**src/core/rst_ctrl_pkg.sv**
```systemverilog
/*
  Package for the reset and watchdog controller: register address, field
  positions, timing counts and shared types.
  Assumes a single 250 MHz processor bus clock.
*/
package rst_ctrl_pkg;

  localparam int unsigned CLK_MHZ         = 250;
  localparam int unsigned STAB_CYCLES     = 4064;
  localparam logic [11:0] STAB_LAST       = 12'(STAB_CYCLES - 1);
  localparam logic [2:0]  PULL_MIN_CYC    = 3'h4;
  localparam logic [15:0] WDOG_ADDR       = 16'h3ff0;
  localparam int unsigned WDOG_CLR_BIT    = 0;
  localparam logic [7:0]  VEC_BYTE_RST    = 8'h00;
  localparam logic [15:0] IO_LO           = 16'h0000;
  localparam logic [15:0] IO_HI           = 16'h003f;
  localparam logic [15:0] HOLE1_LO        = 16'h01c0;
  localparam logic [15:0] HOLE1_HI        = 16'h023f;
  localparam logic [15:0] HOLE2_LO        = 16'h0340;
  localparam logic [15:0] HOLE2_HI        = 16'h0cff;
  localparam int unsigned WDOG_W          = 20;
  localparam logic [WDOG_W-1:0] WDOG_TIMEOUT_DEF = 20'h3ffff;

  typedef enum logic [3:0] {
    ST_RUN   = 4'b0001,
    ST_HOLD  = 4'b0010,
    ST_STAB  = 4'b0100,
    ST_STOP  = 4'b1000
  } seq_state_t;

  typedef struct packed {
    logic [15:0] addr;
    logic [7:0]  wdata;
    logic        wr;
    logic        rd;
  } bus_req_t;

  typedef struct packed {
    logic wdog_en;
    logic stop_en;
    logic low_supply_en;
  } options_t;

endpackage

```
**src/core/reset_and_watchdog_control.sv**
```systemverilog
/*
  Reset and watchdog controller: merges pin, power-on, low supply,
  watchdog, illegal fetch and disabled-stop sources into one internal reset.
  Assumes all inputs synchronous to clk; pin is open drain, resolved outside.
*/
// Added by the designer: the strobed register port.
`timescale 1ns/1ns

// Function
// RL1: Low reset pin asserts internal reset of processor and peripherals.
// RL2: Reset sequence starts on first clock edge after pin returns high.
// RL3: Internal sources drive pin low for reset length or four cycles, longer.
// RL4: Pin-originated reset drives own pulldown only three to four cycles.
// RL5: Power-up holds reset 4064 bus clocks after oscillator starts.
// RL6: Other active source at end of delay keeps reset asserted.
// RL7: Low supply asserts reset, pulldown, released after power-on delay.
// RL8: Fixed option can disable low supply reset entirely.
// RL9: Low supply reset works in stop and wait; any reset exits them.
// RL10: Watchdog timeout without clearing causes reset with pulldown.
// RL11: Fixed option enables or disables watchdog reset.
// RL12: Writing zero to bit 0 of watchdog location clears the counter.
// RL13: Reads of watchdog location return stored vector byte.
// RL14: Watchdog keeps counting in wait mode.
// RL15: Stop entry clears watchdog; held clear during reset startup delay.
// RL16: Interrupt stop exit keeps watchdog counting through startup delay.
// RL17: Fetch from unimplemented or I/O ranges causes reset with pulldown.
// RL18: Stop with stop disabled causes reset with pulldown.
// RL19: Integrator should disable stop whenever watchdog is enabled.
// RL20: Stop exit waits 4064 cycles for oscillator stabilization; a pin reset exit from stop goes straight to run without the delay.
// RL21: Watchdog timeout length is a build-time parameter.
module reset_and_watchdog_control #(
  // RL21: timeout parameter
  parameter logic [rst_ctrl_pkg::WDOG_W-1:0] WDOG_TIMEOUT = rst_ctrl_pkg::WDOG_TIMEOUT_DEF,
  parameter logic [11:0] STAB_LAST    = rst_ctrl_pkg::STAB_LAST,
  parameter logic [7:0]  VEC_BYTE     = rst_ctrl_pkg::VEC_BYTE_RST
) (
  input  wire logic                   clk,
  input  wire logic                   srst,
  input  wire logic                   reset_pin_in,
  output logic                        reset_pin_oe,
  output logic                        reset_pin_out,
  input  wire logic                   osc_active,
  input  wire logic                   low_supply,
  input  wire rst_ctrl_pkg::options_t opts,
  input  wire logic                   fetch_valid,
  input  wire logic [15:0]            fetch_addr,
  input  wire logic                   stop_exec,
  input  wire logic                   wait_mode,
  input  wire logic                   stop_wake_irq,
  input  wire rst_ctrl_pkg::bus_req_t bus,
  output logic [7:0]                  rdata,
  output logic                        int_rst,
  output logic                        stop_mode,
  output logic                        clk_run,
  output logic [2:0]                  cause
);

  function automatic logic in_rng(input logic [15:0] a, input logic [15:0] lo,
                                  input logic [15:0] hi);
    return (a >= lo) && (a <= hi);
  endfunction

  function automatic logic illegal_fetch(input logic [15:0] a);
    return in_rng(a, rst_ctrl_pkg::IO_LO, rst_ctrl_pkg::IO_HI) ||
           in_rng(a, rst_ctrl_pkg::HOLE1_LO, rst_ctrl_pkg::HOLE1_HI) ||
           in_rng(a, rst_ctrl_pkg::HOLE2_LO, rst_ctrl_pkg::HOLE2_HI);
  endfunction

  rst_ctrl_pkg::seq_state_t  state_q;
  logic [11:0]               stab_q;
  logic [2:0]                pull_q;
  logic [rst_ctrl_pkg::WDOG_W-1:0] wdog_q;
  logic                      wdog_hold_q;
  logic                      por_done_q;
  logic                      pin_low_q;
  logic                      lvr_seen_q;
  logic                      wdog_fire;
  logic                      ill_fire;
  logic                      stop_rst;
  logic                      lvr_act;
  logic                      int_src;
  logic                      any_src;
  logic                      wdog_clear;
  logic                      stop_enter;

  // RL8: option gates low supply
  assign lvr_act    = opts.low_supply_en && low_supply;
  // RL10: timeout fires reset
  // RL11: option gates watchdog
  assign wdog_fire  = opts.wdog_en && (wdog_q >= WDOG_TIMEOUT) && !stop_mode;
  // RL17: illegal fetch decode
  assign ill_fire   = fetch_valid && illegal_fetch(fetch_addr) && state_q == rst_ctrl_pkg::ST_RUN;
  // RL18: disabled stop becomes reset
  assign stop_rst   = stop_exec && !opts.stop_en && state_q == rst_ctrl_pkg::ST_RUN;
  assign stop_enter = stop_exec && opts.stop_en && state_q == rst_ctrl_pkg::ST_RUN;
  assign int_src    = lvr_act || wdog_fire || ill_fire || stop_rst;
  assign any_src    = int_src || !reset_pin_in;
  // RL12: zero written to clear bit
  assign wdog_clear = bus.wr && bus.addr == rst_ctrl_pkg::WDOG_ADDR &&
                      !bus.wdata[rst_ctrl_pkg::WDOG_CLR_BIT];

  // Sequencer state
  always_ff @(posedge clk) begin
    if (srst) begin
      state_q    <= rst_ctrl_pkg::ST_HOLD;
      stab_q     <= 12'h000;
      por_done_q <= 1'b0;
      wdog_hold_q <= 1'b1;
      lvr_seen_q <= 1'b0;
    end else begin
      // Remembers a low supply so its release runs the full startup delay
      if (lvr_act) begin
        lvr_seen_q <= 1'b1;
      end
      case (state_q)
        rst_ctrl_pkg::ST_RUN: begin
          // RL1: any source enters reset
          if (any_src) begin
            state_q     <= rst_ctrl_pkg::ST_HOLD;
            wdog_hold_q <= 1'b1;
          end else if (stop_enter) begin
            state_q <= rst_ctrl_pkg::ST_STOP;
          end
        end
        rst_ctrl_pkg::ST_HOLD: begin
          stab_q <= 12'h000;
          // RL2: release starts next edge
          // RL7: low supply restarts delay
          if (!any_src && (osc_active || por_done_q)) begin
            state_q <= lvr_seen_q || !por_done_q ? rst_ctrl_pkg::ST_STAB : rst_ctrl_pkg::ST_RUN;
            wdog_hold_q <= lvr_seen_q || !por_done_q;
          end
        end
        rst_ctrl_pkg::ST_STAB: begin
          stab_q <= stab_q + 12'h001;
          // RL9: any reset aborts startup
          if (any_src) begin
            state_q     <= rst_ctrl_pkg::ST_HOLD;
            wdog_hold_q <= 1'b1;
          // RL5: 4064 cycle delay
          // RL20: stop wake delay
          end else if (stab_q == STAB_LAST) begin
            state_q     <= rst_ctrl_pkg::ST_RUN;
            por_done_q  <= 1'b1;
            wdog_hold_q <= 1'b0;
            lvr_seen_q  <= 1'b0;
          end
        end
        rst_ctrl_pkg::ST_STOP: begin
          stab_q <= 12'h000;
          // RL9: reset exits stop
          if (any_src) begin
            state_q     <= rst_ctrl_pkg::ST_HOLD;
            wdog_hold_q <= 1'b1;
          end else if (stop_wake_irq) begin
            state_q     <= rst_ctrl_pkg::ST_STAB;
            wdog_hold_q <= 1'b0;
          end
        end
        default: begin
          state_q <= rst_ctrl_pkg::ST_HOLD;
        end
      endcase
    end
  end

  // RL6: reset held while sources remain
  always_ff @(posedge clk) begin
    if (srst) begin
      int_rst <= 1'b1;
    end else begin
      // Interrupt wake from stop runs the delay without resetting the core
      int_rst <= state_q == rst_ctrl_pkg::ST_HOLD ||
                 (state_q == rst_ctrl_pkg::ST_STAB && wdog_hold_q) || any_src;
    end
  end

  always_ff @(posedge clk) begin
    if (srst) begin
      stop_mode <= 1'b0;
      clk_run   <= 1'b0;
    end else begin
      stop_mode <= state_q == rst_ctrl_pkg::ST_STOP;
      clk_run   <= state_q == rst_ctrl_pkg::ST_RUN && !any_src && !stop_enter;
    end
  end

  // Watchdog counter
  always_ff @(posedge clk) begin
    if (srst) begin
      wdog_q <= '0;
    // RL15: cleared on stop entry, held in reset
    end else if (stop_enter || wdog_hold_q || state_q == rst_ctrl_pkg::ST_HOLD ||
                 wdog_fire || wdog_clear) begin
      wdog_q <= '0;
    // RL14: counts in wait
    // RL16: counts during interrupt wake
    end else if (state_q != rst_ctrl_pkg::ST_STOP) begin
      wdog_q <= wdog_q + 1'b1;
    end
  end

  // Pin pulldown: four cycles minimum for internal sources, three for pin reset, longer while internal source active
  always_ff @(posedge clk) begin
    if (srst) begin
      pull_q    <= rst_ctrl_pkg::PULL_MIN_CYC;
      pin_low_q <= 1'b1;
    end else begin
      pin_low_q <= !reset_pin_in;
      // RL3: internal sources stretch pulldown
      if (int_src) begin
        pull_q <= rst_ctrl_pkg::PULL_MIN_CYC;
      // RL4: pin reset fires short pulse
      end else if (!reset_pin_in && !pin_low_q && pull_q == 3'h0) begin
        pull_q <= rst_ctrl_pkg::PULL_MIN_CYC;
      end else if (pull_q != 3'h0) begin
        pull_q <= pull_q - 3'h1;
      end
    end
  end

  always_ff @(posedge clk) begin
    if (srst) begin
      reset_pin_oe <= 1'b1;
    end else begin
      reset_pin_oe <= int_src || (pull_q > 3'h1);
    end
  end

  always_ff @(posedge clk) begin
    reset_pin_out <= 1'b0;
  end

  // RL13: read returns vector byte
  always_ff @(posedge clk) begin
    if (srst) begin
      rdata <= 8'h00;
    end else if (bus.rd && bus.addr == rst_ctrl_pkg::WDOG_ADDR) begin
      rdata <= VEC_BYTE;
    end else begin
      rdata <= 8'h00;
    end
  end

  always_ff @(posedge clk) begin
    if (srst) begin
      cause <= 3'h0;
    end else if (int_src) begin
      cause <= {wdog_fire, ill_fire || stop_rst, lvr_act};
    end
  end

  // RL10: watchdog timeout resets with pulldown
  a_wdog_fire_rst: assert property (@(posedge clk) disable iff (srst)
    wdog_fire |=> int_rst && reset_pin_oe) else $error("watchdog timeout no reset"); // RL10
  a_ill_fetch_rst: assert property (@(posedge clk) disable iff (srst)
    ill_fire |=> int_rst && reset_pin_oe) else $error("illegal fetch no reset"); // RL17
  a_stop_dis_rst: assert property (@(posedge clk) disable iff (srst)
    stop_rst |=> int_rst ##0 reset_pin_oe) else $error("disabled stop no reset"); // RL18
  a_pin_low_rst: assert property (@(posedge clk) disable iff (srst)
    !reset_pin_in |=> int_rst) else $error("pin low without reset"); // RL1
  a_lvr_off_gate: assert property (@(posedge clk) disable iff (srst)
    !opts.low_supply_en && !int_src |-> !lvr_act) else $error("low supply not gated"); // RL8
  a_wdog_clr_zero: assert property (@(posedge clk) disable iff (srst)
    wdog_clear |=> wdog_q == '0) else $error("watchdog not cleared"); // RL12
  a_rd_vec_byte: assert property (@(posedge clk) disable iff (srst)
    bus.rd && bus.addr == rst_ctrl_pkg::WDOG_ADDR |=> rdata == VEC_BYTE)
    else $error("read not vector byte"); // RL13
  a_stop_wdog_clr: assert property (@(posedge clk) disable iff (srst)
    stop_enter |=> wdog_q == '0 && stop_mode == 1'b0 ##1 stop_mode)
    else $error("stop entry wrong"); // RL15
  a_stab_hold_rst: assert property (@(posedge clk) disable iff (srst)
    state_q == rst_ctrl_pkg::ST_STAB && stab_q == 12'h000 && wdog_hold_q |=> int_rst [*8])
    else $error("startup delay released early"); // RL5

  c_pin_reset: cover property (@(posedge clk) !reset_pin_in ##1 reset_pin_in);
  c_wdog_timeout: cover property (@(posedge clk) wdog_fire);
  c_stop_irq_wake: cover property (@(posedge clk) stop_mode ##1 stop_wake_irq);
  c_por_done: cover property (@(posedge clk) $rose(por_done_q));
  c_wait_count: cover property (@(posedge clk) wait_mode && wdog_q != '0);

  // RL13: other reads give zero
  a_rd_other_zero: assert property (@(posedge clk) disable iff (srst) // RL13
    bus.rd && bus.addr != rst_ctrl_pkg::WDOG_ADDR |=> rdata == 8'h00)
    else $error("read elsewhere not zero");

  // RL13: idle read data zero
  a_rd_idle_zero: assert property (@(posedge clk) disable iff (srst) // RL13
    !bus.rd |=> rdata == 8'h00)
    else $error("read data without read");

  // RL3: pin never driven high
  a_pin_out_low: assert property (@(posedge clk) disable iff (srst) // RL3
    1'b1 |=> reset_pin_out == 1'b0)
    else $error("pin driven high");

  // RL3: internal source pulls pin
  a_int_src_pull: assert property (@(posedge clk) disable iff (srst) // RL3
    int_src |=> reset_pin_oe)
    else $error("internal source without pulldown");

  // RL4: pulldown ends with count
  a_pull_ends: assert property (@(posedge clk) disable iff (srst) // RL4
    pull_q == 3'h0 && !int_src |=> !reset_pin_oe)
    else $error("pulldown too long");

  // RL4: count never above minimum
  a_pull_bound: assert property (@(posedge clk) disable iff (srst) // RL4
    pull_q <= rst_ctrl_pkg::PULL_MIN_CYC)
    else $error("pulldown count out of range");

  // RL7: low supply resets with pulldown
  a_lvr_rst_pull: assert property (@(posedge clk) disable iff (srst) // RL7
    lvr_act |=> int_rst && reset_pin_oe)
    else $error("low supply no reset");

  // RL7: low supply keeps hold state
  a_lvr_keep_hold: assert property (@(posedge clk) disable iff (srst) // RL7
    state_q == rst_ctrl_pkg::ST_HOLD && lvr_act |=> state_q == rst_ctrl_pkg::ST_HOLD)
    else $error("low supply hold left");

  // RL11: disabled watchdog never causes
  a_wdog_off_cause: assert property (@(posedge clk) disable iff (srst) // RL11
    !opts.wdog_en |=> !cause[2])
    else $error("disabled watchdog caused reset");

  // RL10: timeout clears counter
  a_wdog_tmo_clr: assert property (@(posedge clk) disable iff (srst) // RL10
    opts.wdog_en && wdog_q >= WDOG_TIMEOUT && !stop_mode |=> wdog_q == '0)
    else $error("timeout not cleared");

  // RL14: counts while running in wait mode
  a_wdog_run_cnt: assert property (@(posedge clk) disable iff (srst) // RL14
    state_q == rst_ctrl_pkg::ST_RUN && wait_mode && !wdog_hold_q && !wdog_fire &&
    !wdog_clear && !stop_enter |=> wdog_q == $past(wdog_q) + 1)
    else $error("watchdog stalled in wait");

  // RL15: counter zero in stop
  a_stop_wdog_zero: assert property (@(posedge clk) disable iff (srst) // RL15
    state_q == rst_ctrl_pkg::ST_STOP |-> wdog_q == '0)
    else $error("watchdog counts in stop");

  // RL15: held clear in reset startup
  a_rst_wake_hold: assert property (@(posedge clk) disable iff (srst) // RL15
    state_q == rst_ctrl_pkg::ST_STAB && wdog_hold_q |-> wdog_q == '0)
    else $error("watchdog counts in reset startup");

  // RL16: counts during interrupt wake
  a_irq_wake_cnt: assert property (@(posedge clk) disable iff (srst) // RL16
    state_q == rst_ctrl_pkg::ST_STAB && !wdog_hold_q && !wdog_fire && !wdog_clear
    |=> wdog_q == $past(wdog_q) + 1)
    else $error("watchdog stalled in wake");

  // RL16: interrupt wake keeps core out of reset
  a_irq_wake_norst: assert property (@(posedge clk) disable iff (srst) // RL16
    state_q == rst_ctrl_pkg::ST_STAB && !wdog_hold_q && !any_src |=> !int_rst)
    else $error("interrupt wake reset core");

  // RL5: delay end releases
  a_stab_end_run: assert property (@(posedge clk) disable iff (srst) // RL5
    state_q == rst_ctrl_pkg::ST_STAB && stab_q == STAB_LAST && !any_src
    |=> state_q == rst_ctrl_pkg::ST_RUN)
    else $error("startup delay end missed");

  // RL5: first release runs delay
  a_por_to_stab: assert property (@(posedge clk) disable iff (srst) // RL5
    state_q == rst_ctrl_pkg::ST_HOLD && !por_done_q && !any_src && osc_active
    |=> state_q == rst_ctrl_pkg::ST_STAB)
    else $error("power-on delay skipped");

  // RL9: reset leaves stop
  a_stop_exit_rst: assert property (@(posedge clk) disable iff (srst) // RL9
    state_q == rst_ctrl_pkg::ST_STOP && any_src |=> state_q == rst_ctrl_pkg::ST_HOLD)
    else $error("reset did not leave stop");

  // RL20: interrupt wake starts delay
  a_stop_irq_stab: assert property (@(posedge clk) disable iff (srst) // RL20
    state_q == rst_ctrl_pkg::ST_STOP && !any_src && stop_wake_irq
    |=> state_q == rst_ctrl_pkg::ST_STAB)
    else $error("wake did not start delay");

  // RL2: pin release resumes next edge
  a_pin_rel_run: assert property (@(posedge clk) disable iff (srst) // RL2
    state_q == rst_ctrl_pkg::ST_HOLD && !any_src && por_done_q && !lvr_seen_q
    |=> state_q == rst_ctrl_pkg::ST_RUN)
    else $error("pin release late");

  // RL6: reset held while source active
  a_src_hold_rst: assert property (@(posedge clk) disable iff (srst) // RL6
    any_src |=> int_rst)
    else $error("reset dropped with source active");

  // RL17: illegal fetch cause code
  a_ill_cause: assert property (@(posedge clk) disable iff (srst) // RL17
    ill_fire && !wdog_fire && !lvr_act |=> cause == 3'b010)
    else $error("illegal fetch cause wrong");

  // RL1: core never runs in reset
  a_rst_no_run: assert property (@(posedge clk) disable iff (srst) // RL1
    int_rst |-> !clk_run)
    else $error("core runs during reset");

endmodule // reset_and_watchdog_control

```
**config.mk**
```make
export PLATFORM = sky130hd
export DESIGN_NAME = reset_and_watchdog_control
export DESIGN_NICKNAME = d
export VERILOG_FILES = /design/src/core/rst_ctrl_pkg.sv /design/src/core/reset_and_watchdog_control.sv
export SDC_FILE = /design/constraint.sdc
export NUM_CORES = 1
export LEC_CHECK = 0
export ABC_AREA = 1
export BUFFER_PORTS_ARGS = -buffer_cell sky130_fd_sc_hd__buf_2
export CELL_PAD_IN_SITES_DETAIL_PLACEMENT = 1
export CELL_PAD_IN_SITES_GLOBAL_PLACEMENT = 1
export CORE_UTILIZATION = 30
export DETAILED_ROUTE_END_ITERATION = 8
export PLACE_DENSITY = 0.8
export SYNTH_ARGS = -nofsm -noshare
export SYNTH_HDL_FRONTEND = slang
export SYNTH_SLANG_ARGS = --single-unit
```
**constraint.sdc**
```tcl
create_clock -name clk -period 1.5 [get_ports clk]
set_clock_uncertainty 0.05 [all_clocks]
set_input_delay 0.075 -clock clk [delete_from_list [all_inputs] [get_ports clk]]
set_output_delay 0.075 -clock clk [all_outputs]
set_load 0.005 [all_outputs]
```
==> run metrics <==
sequential share of the synthesized area=0.375; root buffer cell=clkbuf_8; final setup margin=-440 ps; synth-to-layout area growth=61.0%; Worst Path Required=1660 ps; DIE WIDTH=96.3 um; Clk pin slew, worst setup/hold paths=110 ps; highest clock rate=about 0.5 GHz; failing checks=setup timing; design area=4300 sq um; synthesized instance count=371; Final period util=1.29; final setup vio count=47; CP endpoint kind=flip-flop; ratio of cells with drive above 1 in the final layout=0.536; Mapped Avg Cell Area=7.19 sq um; DRT antenna net count=0; P_leak=1.87 nW; CTS tree=yes; ys async rst share=0; Final Hold Fails=0; DR pass1 iterations=4; htree depth=2; dpl cell area=3580 sq um; setup TNS=-9430 ps; YS warnings=0; status=complete, but fails checks; Final nets=573; largest net degree at the start of global routing=16; total gr overflow=0; Synth Flop Type=dfxtp_1; Worst path slowest cell=dfxtp_4; power density cells=1090 nW/um^2; routed wire length=10500 um; Num CTS Buffers=5; die height=between 90 and 100 um; first-pass GRT wire length=15700 um; starting DRC count in detailed routing=just under 60; count of state elements after synthesis=50; Filler cells=1087; crit-path leading delay family=simple AND/OR/NAND/NOR gates; worst path arrival time=2110 ps; minimum clock period=1940 ps; Distinct cells, synth=40; vias post-DR=3062; Hold WC Path Type=primary input to flip-flop; Post-Syn Area=~2700 sq um; net switching share of the total power=0.384; initial antenna violation count=0; peak supply drop=0.597 mV; area share of the largest cell type after synthesis=0.375; share of power burned in registers=0.331; Ports=70; die area=9280 sq um; Critical Path Stages=12; part of the power in combinational logic=0.453; most used routing layer=met2; Row Count=34; clock power share=0.216; clk_lat worst skew=330 ps; Final GP Congestion=0.846; met2 track demand over resource=0.475; Clock Path Buffers=2; Port Buf Inserts=45; Area contributors post-synth=dfxtp_1, nand2_1, nor2_1, inv_1, nand3_1; placed wire-length estimate=roughly 6500 um; number of global-route vias before repair=3424; via density per instance=about 5; # clock sinks=50; ant diodes=0; Synth area leader=dfxtp_1; hold path depth=3; cell chain of the critical path=inv_4 > nand2_4 > nor3_4 > nand3b_1 > nand3_2 > nor2_4 > nand4_1 > nand2_2 > nor2_4 > nand2_2 > nand2_1 > nor2_1; gr usage total=0.226; core area=8680 sq um; GRT met1 Usage=0.205; CP startpoint kind=flip-flop; Post-synth EDFFs=0; RSZ-0062 raised after global routing=true; WS Path Type=flip-flop to flip-flop; max cap viols=0; Cell Int Power=between 2 and 3 mW; Initial Util=0.308; CP peak stage delay=380 ps; NetSw=around 1.8 mW; Worst Path Buf+Inv=1; global-route met3 utilization=0.0395; Crit Path Max Fanout=6; Final Slew Violations=0; Worst Reg-to-Reg Cells=12; Power Total=4.68 mW; DRC=0; drt wl/cell=about 17 um
==> worst min-delay path: cells and delay by family <==
family	cells	cell delay, ps
AO/OA/AOI/OAI	1	80
buffers and inverters	1	90
AND/OR/NAND/NOR	1	140
==> what timing repair did <==
| action | CTS | global route |
|---|---|---|
| endpoints found under the setup margin | 48 | 48 |
| hold endpoints to repair | 1 | 0 |
| gates resized for setup | 69 | 62 |
| buffers inserted | 12 | 9 |
| hold buffers | 1 | 0 |
| cloned | 2 | 0 |
| pin swaps | 3 | 15 |
==> logic make-up (layout without fill, tap and decap cells) <==
family | Yosys count | after routing | share of synthesized area
AO/OA/AOI/OAI | 39 | 39 | 0.0928
XOR/XNOR | 14 | 14 | 0.0459
adder cells (fa/ha/maj) | 5 | 5 | 0.0234
buffers and inverters | 69 | 205 | 0.111
flip-flops | 50 | 50 | 0.375
other | 1 | 9 | 0.00141
AND/OR/NAND/NOR | 193 | 193 | 0.351
==> per-layer routing <==
| layer | wire length (um) | part of all wire |
|---|---|---|
| met4 | 393 | 0.037 |
| met3 | 293 | 0.028 |
| met5 | 0 | 0 |
| met1 | 3800 | 0.36 |
| met2 | 6040 | 0.57 |
==> layout by cell type, fill, tap and decap left out, drive strengths merged <==
cell	n
nor4	1
a31oi	3
a21oi	18
a21o	2
conb	9
and3	1
ha	5
buf	140
nor2	61
nor3b	3
a311oi	1
clkinv	1
nor3	21
clkbuf	6
nand3	20
a221oi	2
o21ai	7
o21a	1
inv	55
dlygate4sd3	1
a211oi	3
or2	2
nand3b	1
bufinv	1
nand4	14
o31ai	1
xor2	6
clkinvlp	1
nand2	69
dfxtp	50
xnor2	8
o211ai	1
==> final timing paths <==
path,end,from,slack [ps]
worst min-delay path,cause[0],low_supply,70
worst max register to register,state_q[0],state_q[3],-440
worst min register to register,cause[0],cause[0],450
worst max-delay path,state_q[0],state_q[3],-440
==> area by class of cell <==
type	count	area, sq um	area share
inverter	56	225	0.0524
sequential	50	1030	0.240
timing repair buffer	141	1030	0.240
clock inverter	2	37.5	0.00874
clock buffer	6	72.6	0.0169
multi-input combinational	260	1760	0.410
tap	108	135	0.0315
==> through the flow <==
stage,hold slack (ps),setup WS (ps),util,std cells
after floorplan,164,-95.8,-,379
after global placement,288,-242,0.413,595
after detailed placement,311,-313,0.413,595
after CTS,48.5,-314,0.467,617
after global routing,99.7,-522,0.495,623
final,70.3,-440,0.495,623
==> power by group through the flow <==
stage / Clock, mW / Combinational, mW / Sequential (mW)
6_report: 1.01 / 2.12 / 1.55
5_1_grt: 1.06 / 2.29 / 1.57
4_1_cts: 1.00 / 1.88 / 1.53
3_5_place_dp: 0 / 1.48 / 1.55
3_3_place_gp: 0 / 1.41 / 1.54
2_1_floorplan: 0 / 0.855 / 1.54
==> synth_stat cells (2+ instances only) <==
master	n
a31oi_1	3
or2_2	2
nor2_1	56
buf_2	2
ha_1	5
xor2_1	6
nand4_2	2
a21o_1	2
nor3_4	2
a21oi_1	17
inv_2	6
nand2_2	5
nor3_1	15
nand4_1	12
inv_1	49
a211oi_1	3
xnor2_1	8
nand3_2	2
nor2_2	3
clkbuf_1	2
nor3b_1	3
o21ai_0	7
buf_4	9
nand3_1	18
nor2_4	2
nor3_2	4
dfxtp_1	50
nand2_1	64
==> sequential cells by signal, indices dropped and copies added, names as in the netlist <==
signal / cells
stop_mode: 1
por_done_q: 1
reset_pin_oe: 1
stab_q: 12
int_rst: 1
cause: 3
state_q: 4
clk_run: 1
wdog_q: 20
pull_q: 3
lvr_seen_q: 1
wdog_hold_q: 1
pin_low_q: 1
Note: power is estimated with default switching activity, not from simulation.
